### config.mk
export PLATFORM = sky130hd
export DESIGN_NAME = deas_host
export DESIGN_NICKNAME = d
export VERILOG_FILES = /design/src/logic/deas_pkg.sv /design/src/logic/deas_sfr_port.sv /design/src/logic/deas_irq.sv /design/src/logic/deas_host.sv
export SDC_FILE = /design/constraint.sdc
export NUM_CORES = 1
export LEC_CHECK = 0
export BUFFER_PORTS_ARGS = -buffer_cell sky130_fd_sc_hd__buf_2
export CAP_MARGIN = 30
export CORE_UTILIZATION = 54
export DETAILED_ROUTE_END_ITERATION = 8
export PLACE_DENSITY_LB_ADDON = 0.05
export SYNTH_ARGS = -nofsm -noshare
export SYNTH_HDL_FRONTEND = slang
export SYNTH_HIERARCHICAL = 1
export SYNTH_SLANG_ARGS = --single-unit
### constraint.sdc
create_clock -name clk -period 2.4 [get_ports clk]
set_input_delay 0 -clock clk [delete_from_list [all_inputs] [get_ports clk]]
set_output_delay 0 -clock clk [all_outputs]
set_load 0.05 [all_outputs]
### src/logic/deas_pkg.sv
package deas_pkg;

  // Addresses on the device's special-register port.
  localparam logic [7:0] DEV_ADDR_REG  = 8'h2a;
  localparam logic [7:0] DEV_DATA_REG  = 8'h2b;
  localparam logic [7:0] DEV_PTR_LO    = 8'h03;
  localparam logic [7:0] DEV_PTR_HI    = 8'h04;
  localparam logic [7:0] DEV_IAP       = 8'h02;

  // Pointer values that open the control register in sector 1.
  localparam logic [7:0] CTRL_PTR_LO   = 8'h40;
  localparam logic [7:0] CTRL_PTR_HI   = 8'h01;
  localparam logic [7:0] SECTOR0_HI    = 8'h00;

  // Control register bits and the values written to it.
  localparam int unsigned RD_LAUNCH_BIT = 0;
  localparam int unsigned RD_PERMIT_BIT = 1;
  localparam int unsigned WR_LAUNCH_BIT = 2;
  localparam int unsigned WR_PERMIT_BIT = 3;
  localparam logic [7:0] CTRL_RD_PERMIT = 8'h02;
  localparam logic [7:0] CTRL_RD_GO     = 8'h03;
  localparam logic [7:0] CTRL_WR_PERMIT = 8'h08;
  localparam logic [7:0] CTRL_WR_GO     = 8'h0c;
  localparam logic [7:0] CTRL_CLEAR     = 8'h00;
  localparam int unsigned NV_ADDR_W     = 6;

  // APB register offsets.
  localparam logic [11:0] CMD_OFF      = 12'h000;
  localparam logic [11:0] CFG_OFF      = 12'h004;
  localparam logic [11:0] STAT_OFF     = 12'h008;
  localparam logic [11:0] IRQ_STAT_OFF = 12'h00c;
  localparam logic [11:0] IRQ_MASK_OFF = 12'h010;

  // Field positions.
  localparam int unsigned CMD_RD_BIT     = 0;
  localparam int unsigned CMD_WR_BIT     = 1;
  localparam int unsigned CFG_ADDR_LSB   = 0;
  localparam int unsigned CFG_DATA_LSB   = 8;
  localparam int unsigned CFG_VFY_BIT    = 16;
  localparam int unsigned CFG_KEEP_BIT   = 17;
  localparam int unsigned CFG_GIE_BIT    = 18;
  localparam int unsigned CFG_SLEEP_BIT  = 19;
  localparam int unsigned STAT_BUSY_BIT  = 0;
  localparam int unsigned STAT_VFY_BIT   = 1;
  localparam int unsigned STAT_BYTE_LSB  = 8;

  // Interrupt status bits.
  localparam int unsigned IRQ_W          = 4;
  localparam int unsigned IRQ_RD_DONE    = 0;
  localparam int unsigned IRQ_WR_DONE    = 1;
  localparam int unsigned IRQ_VFY_FAIL   = 2;
  localparam int unsigned IRQ_REFUSED    = 3;
  localparam logic [3:0]  IRQ_MASK_RST   = 4'h0;

  typedef enum logic [1:0] {
    ST_IDLE,
    ST_ISSUE,
    ST_WAIT
  } deas_state_t;

  typedef struct packed {
    logic       we;
    logic       poll;
    logic [2:0] poll_bit;
    logic [7:0] addr;
    logic [7:0] wdata;
    logic       cleanup;
    logic       irq_off;
    logic       irq_on;
    logic       capture;
    logic       last;
  } deas_op_t;

endpackage : deas_pkg

### src/logic/deas_sfr_port.sv
module deas_sfr_port (
  input  wire logic       clk,
  input  wire logic       arst_n,
  input  wire logic       go,
  input  wire logic       go_we,
  input  wire logic [7:0] go_addr,
  input  wire logic [7:0] go_wdata,
  output logic            done,
  output logic [7:0]      rdata,
  output logic [7:0]      dev_addr,
  output logic [7:0]      dev_wdata,
  output logic            dev_wr,
  output logic            dev_rd,
  input  wire logic [7:0] dev_rdata
);

  typedef struct packed {
    logic [7:0] addr;
    logic [7:0] wdata;
    logic       wr;
    logic       rd;
    logic       done;
    logic [7:0] rdata;
  } deas_port_t;

  deas_port_t st_ff;
  deas_port_t nxt_st;

  // One access takes one strobe cycle; the device answers reads within it.
  always_comb begin
    nxt_st      = st_ff;
    nxt_st.wr   = go & go_we;
    nxt_st.rd   = go & ~go_we;
    nxt_st.done = st_ff.wr | st_ff.rd;
    if (go) begin
      nxt_st.addr  = go_addr;
      nxt_st.wdata = go_wdata;
    end
    if (st_ff.rd) begin
      nxt_st.rdata = dev_rdata;
    end
  end

  always_ff @(posedge clk or negedge arst_n) begin
    if (!arst_n) begin
      st_ff <= '0;
    end else begin
      st_ff <= nxt_st;
    end
  end

  assign dev_addr  = st_ff.addr;
  assign dev_wdata = st_ff.wdata;
  assign dev_wr    = st_ff.wr;
  assign dev_rd    = st_ff.rd;
  assign done      = st_ff.done;
  assign rdata     = st_ff.rdata;
endmodule : deas_sfr_port

### src/logic/deas_irq.sv
module deas_irq (
  input  wire logic                        clk,
  input  wire logic                        arst_n,
  input  wire logic [deas_pkg::IRQ_W-1:0]  set,
  input  wire logic                        clr_we,
  input  wire logic [deas_pkg::IRQ_W-1:0]  clr_data,
  input  wire logic                        mask_we,
  input  wire logic [deas_pkg::IRQ_W-1:0]  mask_data,
  output logic [deas_pkg::IRQ_W-1:0]       status,
  output logic [deas_pkg::IRQ_W-1:0]       mask,
  output logic                             irq
);

  typedef struct packed {
    logic [deas_pkg::IRQ_W-1:0] stat;
    logic [deas_pkg::IRQ_W-1:0] mask;
    logic                       irq;
  } deas_irq_t;

  deas_irq_t st_ff;
  deas_irq_t nxt_st;

  // A new event beats a write-one-to-clear in the same cycle.
  always_comb begin
    nxt_st      = st_ff;
    nxt_st.stat = (st_ff.stat & ~(clr_we ? clr_data : '0)) | set;
    if (mask_we) begin
      nxt_st.mask = mask_data;
    end
    nxt_st.irq = |(nxt_st.stat & nxt_st.mask);
  end

  always_ff @(posedge clk or negedge arst_n) begin
    if (!arst_n) begin
      st_ff <= {{deas_pkg::IRQ_W{1'b0}}, deas_pkg::IRQ_MASK_RST, 1'b0};
    end else begin
      st_ff <= nxt_st;
    end
  end

  assign status = st_ff.stat;
  assign mask   = st_ff.mask;
  assign irq    = st_ff.irq;
endmodule : deas_irq

### src/logic/deas_host.sv
// Overview of operation
// - Write launch is the very next device access after setting write permit.
// - Global interrupt enable is low before launch and restored once the write started.
// - Sleep is never requested while a read or write is in progress.
// - Every read reloads the address register and sets the read launch again.
// - Write permit is cleared again as soon as the write completes.
// - Control register is reached via pointer low 40H, high 01H, indirect port.
// - Read: address, read permit, read launch, poll launch clear, then read data.
// - Write: address, data, write permit, write launch, poll launch clear.
// - With no more reads planned, clear control register, then pointer high byte.
// - Optionally read each written byte back and compare it.
module deas_host (
  input  wire logic        clk,
  input  wire logic        arst_n,
  input  wire logic        psel,
  input  wire logic        penable,
  input  wire logic        pwrite,
  input  wire logic [11:0] paddr,
  input  wire logic [31:0] pwdata,
  output logic [31:0]      prdata,
  output logic             pready,
  output logic             pslverr,
  output logic             irq,
  output logic [7:0]       dev_addr,
  output logic [7:0]       dev_wdata,
  output logic             dev_wr,
  output logic             dev_rd,
  input  wire logic [7:0]  dev_rdata,
  output logic             global_irq_enable,
  output logic             sleep_req
);

  typedef struct packed {
    deas_pkg::deas_state_t state;
    logic                  is_wr;
    logic                  verifying;
    logic [3:0]            step;
    logic [5:0]            cfg_addr;
    logic [7:0]            cfg_data;
    logic                  cfg_vfy;
    logic                  cfg_keep;
    logic                  cfg_gie;
    logic                  cfg_sleep;
    logic [7:0]            rd_byte;
    logic                  vfy_ok;
    logic                  irq_hold;
    logic                  gie_out;
    logic                  sleep_out;
    logic [31:0]           prdata;
    logic [7:0]            sh_plo;
    logic [7:0]            sh_phi;
    logic [7:0]            sh_iap;
    logic                  addr_fresh;
    logic [7:0]            last_poll;
  } deas_host_t;

  deas_host_t st_ff;
  deas_host_t nxt_st;

  deas_pkg::deas_op_t           op;
  logic                         port_go;
  logic                         port_done;
  logic [7:0]                   port_rdata;
  logic [deas_pkg::IRQ_W-1:0]   irq_set;
  logic [deas_pkg::IRQ_W-1:0]   irq_status;
  logic [deas_pkg::IRQ_W-1:0]   irq_mask;
  logic                         apb_wr;
  logic                         busy;
  logic                         finish;

  function automatic logic addr_mapped(input logic [11:0] a);
    addr_mapped = (a == deas_pkg::CMD_OFF) || (a == deas_pkg::CFG_OFF) ||
                  (a == deas_pkg::STAT_OFF) || (a == deas_pkg::IRQ_STAT_OFF) ||
                  (a == deas_pkg::IRQ_MASK_OFF);
  endfunction : addr_mapped

  // One device access per step; the pointer is always reloaded so that a
  // sequence never trusts what an earlier one left behind.
  function automatic deas_pkg::deas_op_t seq_op(input logic       wr,
                                                input logic [3:0] step,
                                                input logic [5:0] a,
                                                input logic [7:0] d);
    deas_pkg::deas_op_t o;
    o    = '0;
    o.we = 1'b1;
    if (wr) begin
      case (step)
        4'h0: begin o.addr = deas_pkg::DEV_ADDR_REG; o.wdata = {2'b00, a}; end
        4'h1: begin o.addr = deas_pkg::DEV_DATA_REG; o.wdata = d; end
        4'h2: begin o.addr = deas_pkg::DEV_PTR_LO; o.wdata = deas_pkg::CTRL_PTR_LO; end
        4'h3: begin
          o.addr = deas_pkg::DEV_PTR_HI; o.wdata = deas_pkg::CTRL_PTR_HI; o.irq_off = 1'b1;
        end
        4'h4: begin o.addr = deas_pkg::DEV_IAP; o.wdata = deas_pkg::CTRL_WR_PERMIT; end
        4'h5: begin
          o.addr = deas_pkg::DEV_IAP; o.wdata = deas_pkg::CTRL_WR_GO; o.irq_on = 1'b1;
        end
        4'h6: begin
          o.we = 1'b0; o.poll = 1'b1; o.addr = deas_pkg::DEV_IAP;
          o.poll_bit = 3'(deas_pkg::WR_LAUNCH_BIT);
        end
        4'h7: begin o.addr = deas_pkg::DEV_IAP; o.wdata = deas_pkg::CTRL_CLEAR; end
        default: begin
          o.addr = deas_pkg::DEV_PTR_HI; o.wdata = deas_pkg::SECTOR0_HI; o.last = 1'b1;
        end
      endcase
    end else begin
      case (step)
        4'h0: begin o.addr = deas_pkg::DEV_ADDR_REG; o.wdata = {2'b00, a}; end
        4'h1: begin o.addr = deas_pkg::DEV_PTR_LO; o.wdata = deas_pkg::CTRL_PTR_LO; end
        4'h2: begin o.addr = deas_pkg::DEV_PTR_HI; o.wdata = deas_pkg::CTRL_PTR_HI; end
        4'h3: begin o.addr = deas_pkg::DEV_IAP; o.wdata = deas_pkg::CTRL_RD_PERMIT; end
        4'h4: begin o.addr = deas_pkg::DEV_IAP; o.wdata = deas_pkg::CTRL_RD_GO; end
        4'h5: begin
          o.we = 1'b0; o.poll = 1'b1; o.addr = deas_pkg::DEV_IAP;
          o.poll_bit = 3'(deas_pkg::RD_LAUNCH_BIT);
        end
        4'h6: begin
          o.addr = deas_pkg::DEV_IAP; o.wdata = deas_pkg::CTRL_CLEAR; o.cleanup = 1'b1;
        end
        4'h7: begin
          o.addr = deas_pkg::DEV_PTR_HI; o.wdata = deas_pkg::SECTOR0_HI; o.cleanup = 1'b1;
        end
        default: begin
          o.we = 1'b0; o.addr = deas_pkg::DEV_DATA_REG; o.capture = 1'b1; o.last = 1'b1;
        end
      endcase
    end
    seq_op = o;
  endfunction : seq_op

  always_comb begin
    nxt_st  = st_ff;
    op      = seq_op(st_ff.is_wr, st_ff.step, st_ff.cfg_addr, st_ff.cfg_data);
    port_go = 1'b0;
    irq_set = '0;
    finish  = 1'b0;
    apb_wr  = psel & penable & pwrite;
    busy    = st_ff.state != deas_pkg::ST_IDLE;

    // Arguments stay frozen while a sequence runs.
    if (apb_wr && paddr == deas_pkg::CFG_OFF) begin
      if (busy) begin
        irq_set[deas_pkg::IRQ_REFUSED] = 1'b1;
      end else begin
        nxt_st.cfg_addr  = pwdata[deas_pkg::CFG_ADDR_LSB +: 6];
        nxt_st.cfg_data  = pwdata[deas_pkg::CFG_DATA_LSB +: 8];
        nxt_st.cfg_vfy   = pwdata[deas_pkg::CFG_VFY_BIT];
        nxt_st.cfg_keep  = pwdata[deas_pkg::CFG_KEEP_BIT];
        nxt_st.cfg_gie   = pwdata[deas_pkg::CFG_GIE_BIT];
        nxt_st.cfg_sleep = pwdata[deas_pkg::CFG_SLEEP_BIT];
      end
    end

    case (st_ff.state)
      deas_pkg::ST_IDLE: begin
        if (apb_wr && paddr == deas_pkg::CMD_OFF) begin
          if (pwdata[deas_pkg::CMD_RD_BIT] && pwdata[deas_pkg::CMD_WR_BIT]) begin
            irq_set[deas_pkg::IRQ_REFUSED] = 1'b1;
          end else if (pwdata[deas_pkg::CMD_RD_BIT] || pwdata[deas_pkg::CMD_WR_BIT]) begin
            nxt_st.state     = deas_pkg::ST_ISSUE;
            nxt_st.is_wr     = pwdata[deas_pkg::CMD_WR_BIT];
            nxt_st.verifying = 1'b0;
            nxt_st.step      = 4'h0;
          end
        end
      end
      deas_pkg::ST_ISSUE: begin
        if (op.cleanup && st_ff.cfg_keep) begin
          nxt_st.step = st_ff.step + 4'h1;
        end else begin
          port_go      = 1'b1;
          nxt_st.state = deas_pkg::ST_WAIT;
          if (op.irq_off) begin
            nxt_st.irq_hold = 1'b1;
          end
        end
      end
      deas_pkg::ST_WAIT: begin
        if (port_done) begin
          nxt_st.state = deas_pkg::ST_ISSUE;
          if (op.poll) begin
            nxt_st.last_poll = port_rdata;
            if (!port_rdata[op.poll_bit]) begin
              nxt_st.step = st_ff.step + 4'h1;
            end
          end else if (op.last) begin
            finish = 1'b1;
          end else begin
            nxt_st.step = st_ff.step + 4'h1;
          end
          if (op.irq_on) begin
            nxt_st.irq_hold = 1'b0;
          end
          if (op.capture) begin
            nxt_st.rd_byte = port_rdata;
          end
        end
      end
      default: begin
        nxt_st.state = deas_pkg::ST_IDLE;
      end
    endcase

    if (finish) begin
      if (st_ff.is_wr) begin
        irq_set[deas_pkg::IRQ_WR_DONE] = 1'b1;
        if (st_ff.cfg_vfy) begin
          nxt_st.is_wr     = 1'b0;
          nxt_st.verifying = 1'b1;
          nxt_st.step      = 4'h0;
        end else begin
          nxt_st.state = deas_pkg::ST_IDLE;
        end
      end else begin
        irq_set[deas_pkg::IRQ_RD_DONE] = 1'b1;
        nxt_st.state                   = deas_pkg::ST_IDLE;
        if (st_ff.verifying) begin
          nxt_st.vfy_ok = port_rdata == st_ff.cfg_data;
          irq_set[deas_pkg::IRQ_VFY_FAIL] = port_rdata != st_ff.cfg_data;
        end
      end
    end

    // Shadows of what the device was last told; only the checks read them.
    if (dev_wr) begin
      case (dev_addr)
        deas_pkg::DEV_PTR_LO:   nxt_st.sh_plo = dev_wdata;
        deas_pkg::DEV_PTR_HI:   nxt_st.sh_phi = dev_wdata;
        deas_pkg::DEV_ADDR_REG: nxt_st.addr_fresh = 1'b1;
        deas_pkg::DEV_IAP: begin
          nxt_st.sh_iap = dev_wdata;
          if (dev_wdata == deas_pkg::CTRL_RD_GO) begin
            nxt_st.addr_fresh = 1'b0;
          end
        end
        default: nxt_st.sh_iap = st_ff.sh_iap;
      endcase
    end

    // A pending sleep wish waits until the sequence has fully ended.
    nxt_st.sleep_out = nxt_st.cfg_sleep && (nxt_st.state == deas_pkg::ST_IDLE);
    nxt_st.gie_out   = nxt_st.cfg_gie && !nxt_st.irq_hold;

    if (psel && !penable) begin
      case (paddr)
        deas_pkg::CFG_OFF: begin
          nxt_st.prdata = '0;
          nxt_st.prdata[deas_pkg::CFG_ADDR_LSB +: 6] = st_ff.cfg_addr;
          nxt_st.prdata[deas_pkg::CFG_DATA_LSB +: 8] = st_ff.cfg_data;
          nxt_st.prdata[deas_pkg::CFG_VFY_BIT]       = st_ff.cfg_vfy;
          nxt_st.prdata[deas_pkg::CFG_KEEP_BIT]      = st_ff.cfg_keep;
          nxt_st.prdata[deas_pkg::CFG_GIE_BIT]       = st_ff.cfg_gie;
          nxt_st.prdata[deas_pkg::CFG_SLEEP_BIT]     = st_ff.cfg_sleep;
        end
        deas_pkg::STAT_OFF: begin
          nxt_st.prdata = '0;
          nxt_st.prdata[deas_pkg::STAT_BUSY_BIT]        = busy;
          nxt_st.prdata[deas_pkg::STAT_VFY_BIT]         = st_ff.vfy_ok;
          nxt_st.prdata[deas_pkg::STAT_BYTE_LSB +: 8]   = st_ff.rd_byte;
        end
        deas_pkg::IRQ_STAT_OFF: nxt_st.prdata = {28'h0000000, irq_status};
        deas_pkg::IRQ_MASK_OFF: nxt_st.prdata = {28'h0000000, irq_mask};
        default:                nxt_st.prdata = 32'h00000000;
      endcase
    end
  end

  always_ff @(posedge clk or negedge arst_n) begin
    if (!arst_n) begin
      st_ff <= '0;
    end else begin
      st_ff <= nxt_st;
    end
  end

  deas_sfr_port u_port (
    .clk       (clk),
    .arst_n    (arst_n),
    .go        (port_go),
    .go_we     (op.we),
    .go_addr   (op.addr),
    .go_wdata  (op.wdata),
    .done      (port_done),
    .rdata     (port_rdata),
    .dev_addr  (dev_addr),
    .dev_wdata (dev_wdata),
    .dev_wr    (dev_wr),
    .dev_rd    (dev_rd),
    .dev_rdata (dev_rdata)
  );

  deas_irq u_irq (
    .clk       (clk),
    .arst_n    (arst_n),
    .set       (irq_set),
    .clr_we    (apb_wr && paddr == deas_pkg::IRQ_STAT_OFF),
    .clr_data  (pwdata[deas_pkg::IRQ_W-1:0]),
    .mask_we   (apb_wr && paddr == deas_pkg::IRQ_MASK_OFF),
    .mask_data (pwdata[deas_pkg::IRQ_W-1:0]),
    .status    (irq_status),
    .mask      (irq_mask),
    .irq       (irq)
  );

  assign prdata            = st_ff.prdata;
  assign pready            = 1'b1;
  assign pslverr           = psel & penable & ~addr_mapped(paddr);
  assign global_irq_enable = st_ff.gie_out;
  assign sleep_req         = st_ff.sleep_out;
endmodule : deas_host

==> results.yml, run 1 <==
run_status:
  status: "complete, no violations"
worst_setup_path:
  cp_slowest_cell: "dfrtp_1"
  path_cells: "inv_1 -> ha_1 -> or2_2 -> a21boi_2 -> buf_12 -> mux2_2"
  cp_slowest_stage_delay_ps: 440
  cp.required_ps: 2660
  r2r-end: "u_port/dev_addr[5]"
  path_max_fanout: 18
  crit_path_start_kind: "register"
  ff2ff_setup_slack_ps: 360
  crit_type: "register to register"
  arrival_ps: 2300
  crit_path_end_kind: "register"
  r2r_start: "st_ff[95]"
  rr_worst_depth: 6
min_path:
  hp-class: "input port to register"
  min_delay_worst_endpoint: "prdata[1]"
  hold_depth: 5
  min-delay-start: "paddr[8]"
clocking:
  cts_max_level: 3
  clk_pin_slew_worst_paths_ps: 100
  cts_buffers: 9
  cts_root_buf: "clkbuf_8"
  cts_max_path_buffers: 2
  cts_tree: "yes"
  clock_latency_ps: 370
  post_cts.repair.setup_buffers: 0
  ctsResizeCount: 0
  clock-sinks: 92
place:
  dpl.hpwl_um: 8080
  place_congestion: 0.889
  place_ws_ps: 66.2
  place.port_buffers: 82
  dpl.cell_count: 624
job:
  drv_cap: 0
cells_and_area:
  final_cells: 667
  drive_gt1_share_pct: 32.9
  nNetsFinal: 619
  diodes: 0
  area_growth_pct: 18.8
  mostFrequentLayoutCell: "dfrtp_1"
  layout_common_cells: "dfrtp_1 (92), buf_2 (81), nand2_1 (48), mux2_2 (37), dlygate4sd3_1 (27)"
grt:
  antenna_found_initial: 0
  grt.overflow.total: 0
  groute.usage.overall_pct: 25.4
  grt_pass1_wl_um: 18800
  grt_max_degree: 60
  first_global_vias: 3831
pwr:
  p_sw_uw: 738
  powerDensity_nw_per_um2: 480
  p_sw_share_pct: 26.8
  power_frac_clock_pct: 36.7
  pwr-share-seq_pct: 56.1
  internal-power_uw: 2020
  peakVddDrop_uv: 276
  power.leakage_uw: 0.00288
  p_comb_share_pct: 7.2
synthesis:
  yosys_register_bits: 92
  ys_types: 65
  seq_area_frac_synth_pct: 47.6
  synth_top_area_share_pct: 47.6
  yosys_warnings: 6
  async_flop_share_pct: 100
  synth_top_cell_by_area: "dfrtp_1"
  syn-cell-area_um2: 4840
  netlist_instances: 450
  synth_area_per_cell_um2: 10.7
  ys.flop_type: "dfrtp_1"
  synthTopCellsByArea: "dfrtp_1 (48%), mux2_2 (8.6%), buf_4 (5.1%)"
  synth-edff-count: 0
die:
  die_h_um: 96.6
  core.rowCount: 34
  io_pins: 112
  die_area_um2: 9340
  core_area_um2: 8680
  initial_utilization_pct: 55.7
  fp.dieW_um: 96.6
drt:
  wire_per_inst_um: 16.6
  drtPass1Iterations: 4
  drt_wl_total_um: 11100
  vias: 3700
  drc: 0
  via_per_inst: 5.55
  drt_iter0_markers: 220
  drtAntennaViolNets: 0
timing:
  tightest_slew_ps: 603
  max-slew-margin-rel_pct: 58.8
  layout_setup_ws_ps: 358
  final-hold-violation-count: 0
  min_period_ps: 2040
  setup_tns_ps: 0
  rsz0062_at_grt: "no"
  slew_violations: 0
  setup_viol: 0
  clock_skew_ps: 14.7
  max_clock_freq_ghz: 0.490
  fin_crit_sh_pct: 85.1
## layer usage
metal,global-route usage (%),wire [um],vias up
met5,0,0,-
met4,8.84,195,0
met3,3.18,476,16
met2,42.1,5320,95
met1,34.6,5070,1827
li1,-,-,1762
## Yosys cell counts, types with 8 or more instances
library cell	n
dfrtp_1	92
nor3_1	14
inv_1	11
and2_1	9
ha_1	8
o21ai_0	19
nand2_1	48
mux2_4	9
a221o_1	8
xnor2_1	8
nor2_1	14
buf_4	33
clkbuf_1	13
mux2_2	37
a21oi_1	15
## power groups by stage
stage / clock network, uW / registers [uW] / logic [uW]
after CTS: 1050 / 1550 / 199
after global placement: 0 / 1580 / 163
final: 1010 / 1550 / 198
after detailed placement: 0 / 1580 / 165
after global routing: 1110 / 1550 / 217
after floorplan: 0 / 1580 / 101
## logic make-up (layout without fill, tap and decap cells)
| group | Yosys count | in the layout | share of synthesized area, % |
|---|---|---|---|
| compound gates | 93 | 93 | 13.6 |
| xor+xnor | 8 | 8 | 1.45 |
| fa+ha+maj | 8 | 8 | 2.07 |
| buf+inv | 65 | 158 | 8.46 |
| flops | 92 | 92 | 47.6 |
| mux | 49 | 49 | 12.0 |
| other cells | 2 | 18 | 0.155 |
| simple gates | 133 | 133 | 14.7 |
## worst max path at each step
| stage | startpoint | endpoint |
|---|---|---|
| floorplan | paddr[7] | st_ff[79] |
| global placement | paddr[7] | u_irq/irq |
| detailed placement | paddr[7] | u_irq/irq |
| CTS | st_ff[95] | u_port/dev_addr[5] |
| global route | st_ff[101] | st_ff[97] |
| finish | st_ff[95] | u_port/dev_addr[5] |
## registers in the layout, summed over array words and instances, names as in the netlist, 4 cells and up
register / count
prdata: 18
u_port/rdata: 8
st_ff: 36
u_port/dev_addr: 8
u_port/dev_wdata: 8
u_irq/status: 4
u_irq/mask: 4
## stage by stage
| step | hold WS [ps] | total power (uW) | area (um2) | util, % |
|---|---|---|---|---|
| 2_1_floorplan | -296 | 1680 | 4900 | - |
| 3_3_place_gp | -19.9 | 1740 | 5290 | 60.9 |
| 3_5_place_dp | -9.86 | 1740 | 5290 | 60.9 |
| 4_1_cts | 33.4 | 2790 | 5750 | 66.2 |
| 5_1_grt | 69.1 | 2870 | 5750 | 66.2 |
| 6_report | 41.4 | 2760 | 5750 | 66.2 |
## worst max-delay path: cells and delay by family (launching register included)
family	cells	cell delay, ps
buf+inv	2	320
compound gates	1	260
simple gates	1	340
mux	1	350
flops	1	440
fa+ha+maj	1	210
## layout make-up
class	instances	area, um2
clock buffers	9	124
clock inverters	7	67.6
fillers	698	2930
inverters	12	45.0
multi-input cells	309	2200
flip-flops and latches	92	2300
well taps	108	135
repair buffers	130	878
## repair_timing
action,CTS,global route
hold buffers,27,0
endpoints found under the setup margin,0,0
endpoints found under the hold margin,64,0
Note: power is estimated with default switching activity, not from simulation.
==> run 2, diff against run 1 <==
PLACE_DENSITY = 0.8   (was not set)
PLACE_DENSITY_LB_ADDON = not set   (was 0.05)
==> run 2 against run 1 <==
Net effect:
- setup slack worse by 93 ps
- via count up 2.7%
- cell area down 0.78%
- critical path depth unchanged
- largest cell class unchanged
==> results.yml, run 2 (synthesis results as in run 1) <==
clocking:
  cts_tree: "yes"
  cts_root_buf: "clkbuf_8"
  clock-sinks: 92
  clk_pin_slew_worst_paths_ps: 100
  cts_buffers: 9
  cts_max_level: 3
  ctsHoldBuffers: 27
  clock_latency_ps: 380
  ctsResizeCount: 0
  post_cts.repair.setup_buffers: 0
  cts_max_path_buffers: 2
cells_and_area:
  drive_gt1_share_pct: 32.3
  num-fill-cells: 661
  layout_common_cells: "dfrtp_1 (92), buf_2 (81), nand2_1 (48), mux2_2 (37), dlygate4sd3_1 (27)"
  mostFrequentLayoutCell: "dfrtp_1"
  area_growth_pct: 17.9
  largest_reg_flops: 36
  regMostFlops: "st_ff"
  final_cells: 663
  final_util_pct: 65.7
  multi_input_area_um2: 2200
  nNetsFinal: 614
  regArea_um2: 2300
  stdcell_area_um2: 5700
place:
  dpl.hpwl_um: 8060
  place_congestion: 0.979
  placed_cell_area_um2: 5240
  dpl.cell_count: 619
  place.port_buffers: 82
timing:
  setup_tns_ps: 0
  tightest_slew_ps: 651
  setup_viol: 0
  timing.hold.ws_ps: 36.9
  max_clock_freq_ghz: 0.468
  clock_skew_ps: 16.5
  max-slew-margin-rel_pct: 55.5
  min_period_ps: 2130
  fin_crit_sh_pct: 89.0
  rsz0062_at_grt: "no"
  final-hold-violation-count: 0
  slew_violations: 0
die:
  die_h_um: 96.6
  die_area_um2: 9340
  core.rowCount: 34
  initial_utilization_pct: 55.7
  core_area_um2: 8680
  fp.dieW_um: 96.6
  io_pins: 112
grt:
  antenna_found_initial: 1
  groute.usage.overall_pct: 26.3
  grt.overflow.total: 0
  grt_max_degree: 54
  grt_pass1_wl_um: 19400
  first_global_vias: 3783
drt:
  drtAntennaViolNets: 0
  drc: 0
  drt_wl_total_um: 11700
  wl_met1_um: 5280
  wl_met2_um: 5470
  wire_per_inst_um: 17.6
  vias: 3801
  drtPass1Iterations: 5
  routed.top_layer: "met4"
  drt_iter0_markers: 247
  dr_wl_met3_um: 601
  via_per_inst: 5.73
worst_setup_path:
  path_max_fanout: 19
  cp.required_ps: 2660
  rr_worst_depth: 6
  r2r-end: "u_port/dev_addr[5]"
  crit_path_start_kind: "register"
  crit_type: "register to register"
  critical_path.endpoint: "u_port/dev_addr[5]"
  r2r_start: "st_ff[95]"
  ff2ff_setup_slack_ps: 270
  crit_path_end_kind: "register"
  cp-startpoint: "st_ff[95]"
  arrival_ps: 2390
pwr:
  power.leakage_uw: 0.00284
  peakVddDrop_uv: 300
  powerDensity_nw_per_um2: 487
min_path:
  hp-class: "input port to register"
job:
  drv_cap: 0
run_status:
  status: "complete, no violations"
run 2: cell types whose count changed in the layout (fill, tap and decap cells not counted):
cell,previous run,this run
clkinv_8,0,1
clkinvlp_4,1,3
diode_2,0,1
clkinv_4,2,0
buf_4,19,15
buf_12,3,2
inv_8,3,2
run 2: area by class of cell:
class                   instances  share of cell area, %
well taps                     108                   2.37
diodes                          1                 0.0439
flip-flops and latches         92                   40.4
multi-input cells             309                   38.5
repair buffers                125                   14.5
clock inverters                 7                   1.23
inverters                      12                  0.790
clock buffers                   9                   2.17
run 2: worst min path at each step:
| stage | slack [ps] | end | cells past startpoint | from |
|---|---|---|---|---|
| 3_3_place_gp | 70 | prdata[4] | 1 | arst_n |
| 4_1_cts | 40 | prdata[0] | 5 | paddr[8] |
| 2_1_floorplan | -300 | global_irq_enable | 0 | arst_n |
| 3_5_place_dp | 70 | prdata[4] | 1 | arst_n |
| 6_report | 40 | prdata[0] | 5 | paddr[8] |
| 5_1_grt | 80 | prdata[0] | 5 | paddr[9] |
run 2: routing by layer:
| layer | vias up | track usage, % |
|---|---|---|
| met5 | - | 0 |
| met4 | 0 | 10.3 |
| met3 | 27 | 4.34 |
| met2 | 164 | 41.2 |
| met1 | 1858 | 36.7 |
| li1 | 1752 | - |
run 2: power by group:
group	internal, uW	switching (uW)	total (uW)
clock network	403	628	1030
logic	66.6	132	198
registers	1550	0.0831	1550
total	2020	760	2780
run 2: critical path, cell delays in order, from the launching register on:
cell and delay (ps):
dfrtp_1 430, inv_1 110, ha_1 320, or2_2 380, a21boi_2 230, buf_12 200
mux2_2 350
run 2: per-stage QoR:
step                setup slack (ps)  power [uW]
floorplan                       78.2        1680
global route                    93.1        2880
global placement                 102        1740
detailed placement              51.4        1740
CTS                              284        2780
finish                           265        2780
==> run 3, diff against run 2 <==
clock period = 2.2 ns   (was 2.4 ns; I/O delays follow)
==> run 3 against run 2 <==
Net effect:
- sequential share of layout area shrank 0.33 points
- setup slack lost 71 ps
- wire length shrank 0.85%
- non-clock buffer count grew 5
- register-to-register slack lost 70 ps
- global-route usage shrank 0.12 points
- maximum frequency grew 6.4%
- critical endpoint is now st_ff[97]
==> results.yml, run 3 (synthesis results as in run 1) <==
die:
  io_pins: 112
  core_area_um2: 8680
  initial_utilization_pct: 55.7
  die_area_um2: 9340
  die_h_um: 96.6
  fp.dieW_um: 96.6
  core.rowCount: 34
drt:
  drt_iter0_markers: 245
  vias: 3887
  drtAntennaViolNets: 0
  wire_per_inst_um: 17.4
  drt_wl_total_um: 11600
  drtPass1Iterations: 5
  drc: 0
  via_per_inst: 5.83
run_status:
  status: "complete, no violations"
place:
  place_congestion: 0.897
  place_ws_ps: -61.4
  dpl.cell_count: 625
  dpl.hpwl_um: 7860
  place.port_buffers: 82
cells_and_area:
  mostFrequentLayoutCell: "dfrtp_1"
  layout_common_cells: "dfrtp_1 (92), buf_2 (81), nand2_1 (48), mux2_2 (37), dlygate4sd3_1 (26)"
  largest_reg_flops: 36
  regMostFlops: "st_ff"
  area_growth_pct: 18.9
  nNetsFinal: 619
  final_cells: 667
  final_util_pct: 66.2
  diodes: 0
  drive_gt1_share_pct: 33.1
  num-fill-cells: 634
worst_setup_path:
  ff2ff_setup_slack_ps: 190
  rr_worst_depth: 7
  arrival_ps: 2270
  crit_path_start_kind: "register"
  cp.required_ps: 2460
  r2r_start: "st_ff[101]"
  crit_type: "register to register"
  crit_path_end_kind: "register"
  r2r-end: "st_ff[97]"
  path_max_fanout: 6
pwr:
  total_power_uw: 3040
  power.leakage_uw: 0.00288
  powerDensity_nw_per_um2: 529
  peakVddDrop_uv: 335
grt:
  grt_pass1_wl_um: 19500
  grt_max_degree: 56
  grt-busiest-layer: "met2"
  grt.overflow.total: 0
  grt_use_met3_pct: 6.36
  grt_util_met1_pct: 35.8
  first_global_vias: 3825
  antenna_found_initial: 0
  met2_usage_pct: 40.8
  groute.usage.overall_pct: 26.2
timing:
  fin_crit_sh_pct: 91.2
  slew_violations: 0
  max_clock_freq_ghz: 0.499
  clock_skew_ps: 15.8
  max-slew-margin-rel_pct: 60.2
  timing.hold.ws_ps: 8.15
  tightest_slew_ps: 582
  setup_viol: 0
  layout_setup_ws_ps: 194
  final-hold-violation-count: 0
  rsz0062_at_grt: "no"
  min_period_ps: 2010
clocking:
  clock-sinks: 92
  clock_latency_ps: 380
  cts_max_level: 3
  cts_root_buf: "clkbuf_8"
  cts_tree: "yes"
  cts_buffers: 9
  cts_max_path_buffers: 2
  ctsResizeCount: 0
  clk_pin_slew_worst_paths_ps: 100
min_path:
  min-delay-start: "pwdata[19]"
  hp-class: "input port to register"
  min_delay_worst_endpoint: "st_ff[77]"
  hold_depth: 4
job:
  drv_cap: 0
==> run 3: cell types whose count changed in the layout (fill, tap and decap cells not counted) <==
cell	previous run	this run
buf_12	2	3
buf_4	15	20
clkinv_2	0	1
clkinv_4	0	1
clkinvlp_4	3	1
diode_2	1	0
dlygate4sd3_1	27	26
inv_6	1	0
inv_8	2	3
==> run 3: what timing repair did <==
item                                   4_1_cts  5_1_grt
buffers inserted                             0        0
hold buffers                                26        0
endpoints found under the hold margin       67        0
==> run 3: final cells by class <==
class	instances	area [um2]	share of cell area, %
sequential	92	2300	40.0
multi-input combinational	309	2200	38.2
timing repair buffer	130	876	15.2
tap	108	135	2.35
clock buffer	9	124	2.15
clock inverter	7	71.3	1.24
inverter	12	45.0	0.783
==> run 3: how the worst max path moves through the flow <==
| stage | slack [ps] | to | cells after the start | startpoint |
|---|---|---|---|---|
| 2_1_floorplan | -80 | st_ff[79] | 6 | paddr[7] |
| 3_3_place_gp | -10 | global_irq_enable | 7 | paddr[7] |
| 3_5_place_dp | -60 | global_irq_enable | 7 | paddr[7] |
| 4_1_cts | 200 | u_port/dev_addr[3] | 6 | st_ff[95] |
| 5_1_grt | 20 | st_ff[95] | 7 | st_ff[96] |
| 6_report | 190 | st_ff[97] | 7 | st_ff[101] |
==> run 3: through the flow <==
| stage | cell area, um2 | setup TNS, ps |
|---|---|---|
| floorplan | 4900 | -846 |
| global placement | 5290 | -14.5 |
| detailed placement | 5290 | -91.1 |
| CTS | 5750 | 0 |
| global route | 5750 | 0 |
| finish | 5750 | 0 |
==> run 3: metal layers <==
layer	vias to the layer above	part of all wire [%]	routed length, um
li1	1763	-	-
met5	-	0	0
met3	31	8.2	946
met4	0	2.3	262
met2	214	47	5420
met1	1879	43	4960
==> run 3: power by group <==
part / switching [uW] / internal, uW / total [uW]
registers: 0.0832 / 1690 / 1690
logic: 143 / 72.9 / 216
clock network: 693 / 444 / 1140
total: 837 / 2210 / 3040
==> run 3: critical path, stage by stage (launching register included) <==
cell and delay, ps:
dfrtp_1 420, inv_1 120, ha_1 240, nand2_1 170, nor3_1 340, and2_1 280
a2111oi_0 90, a32o_1 240
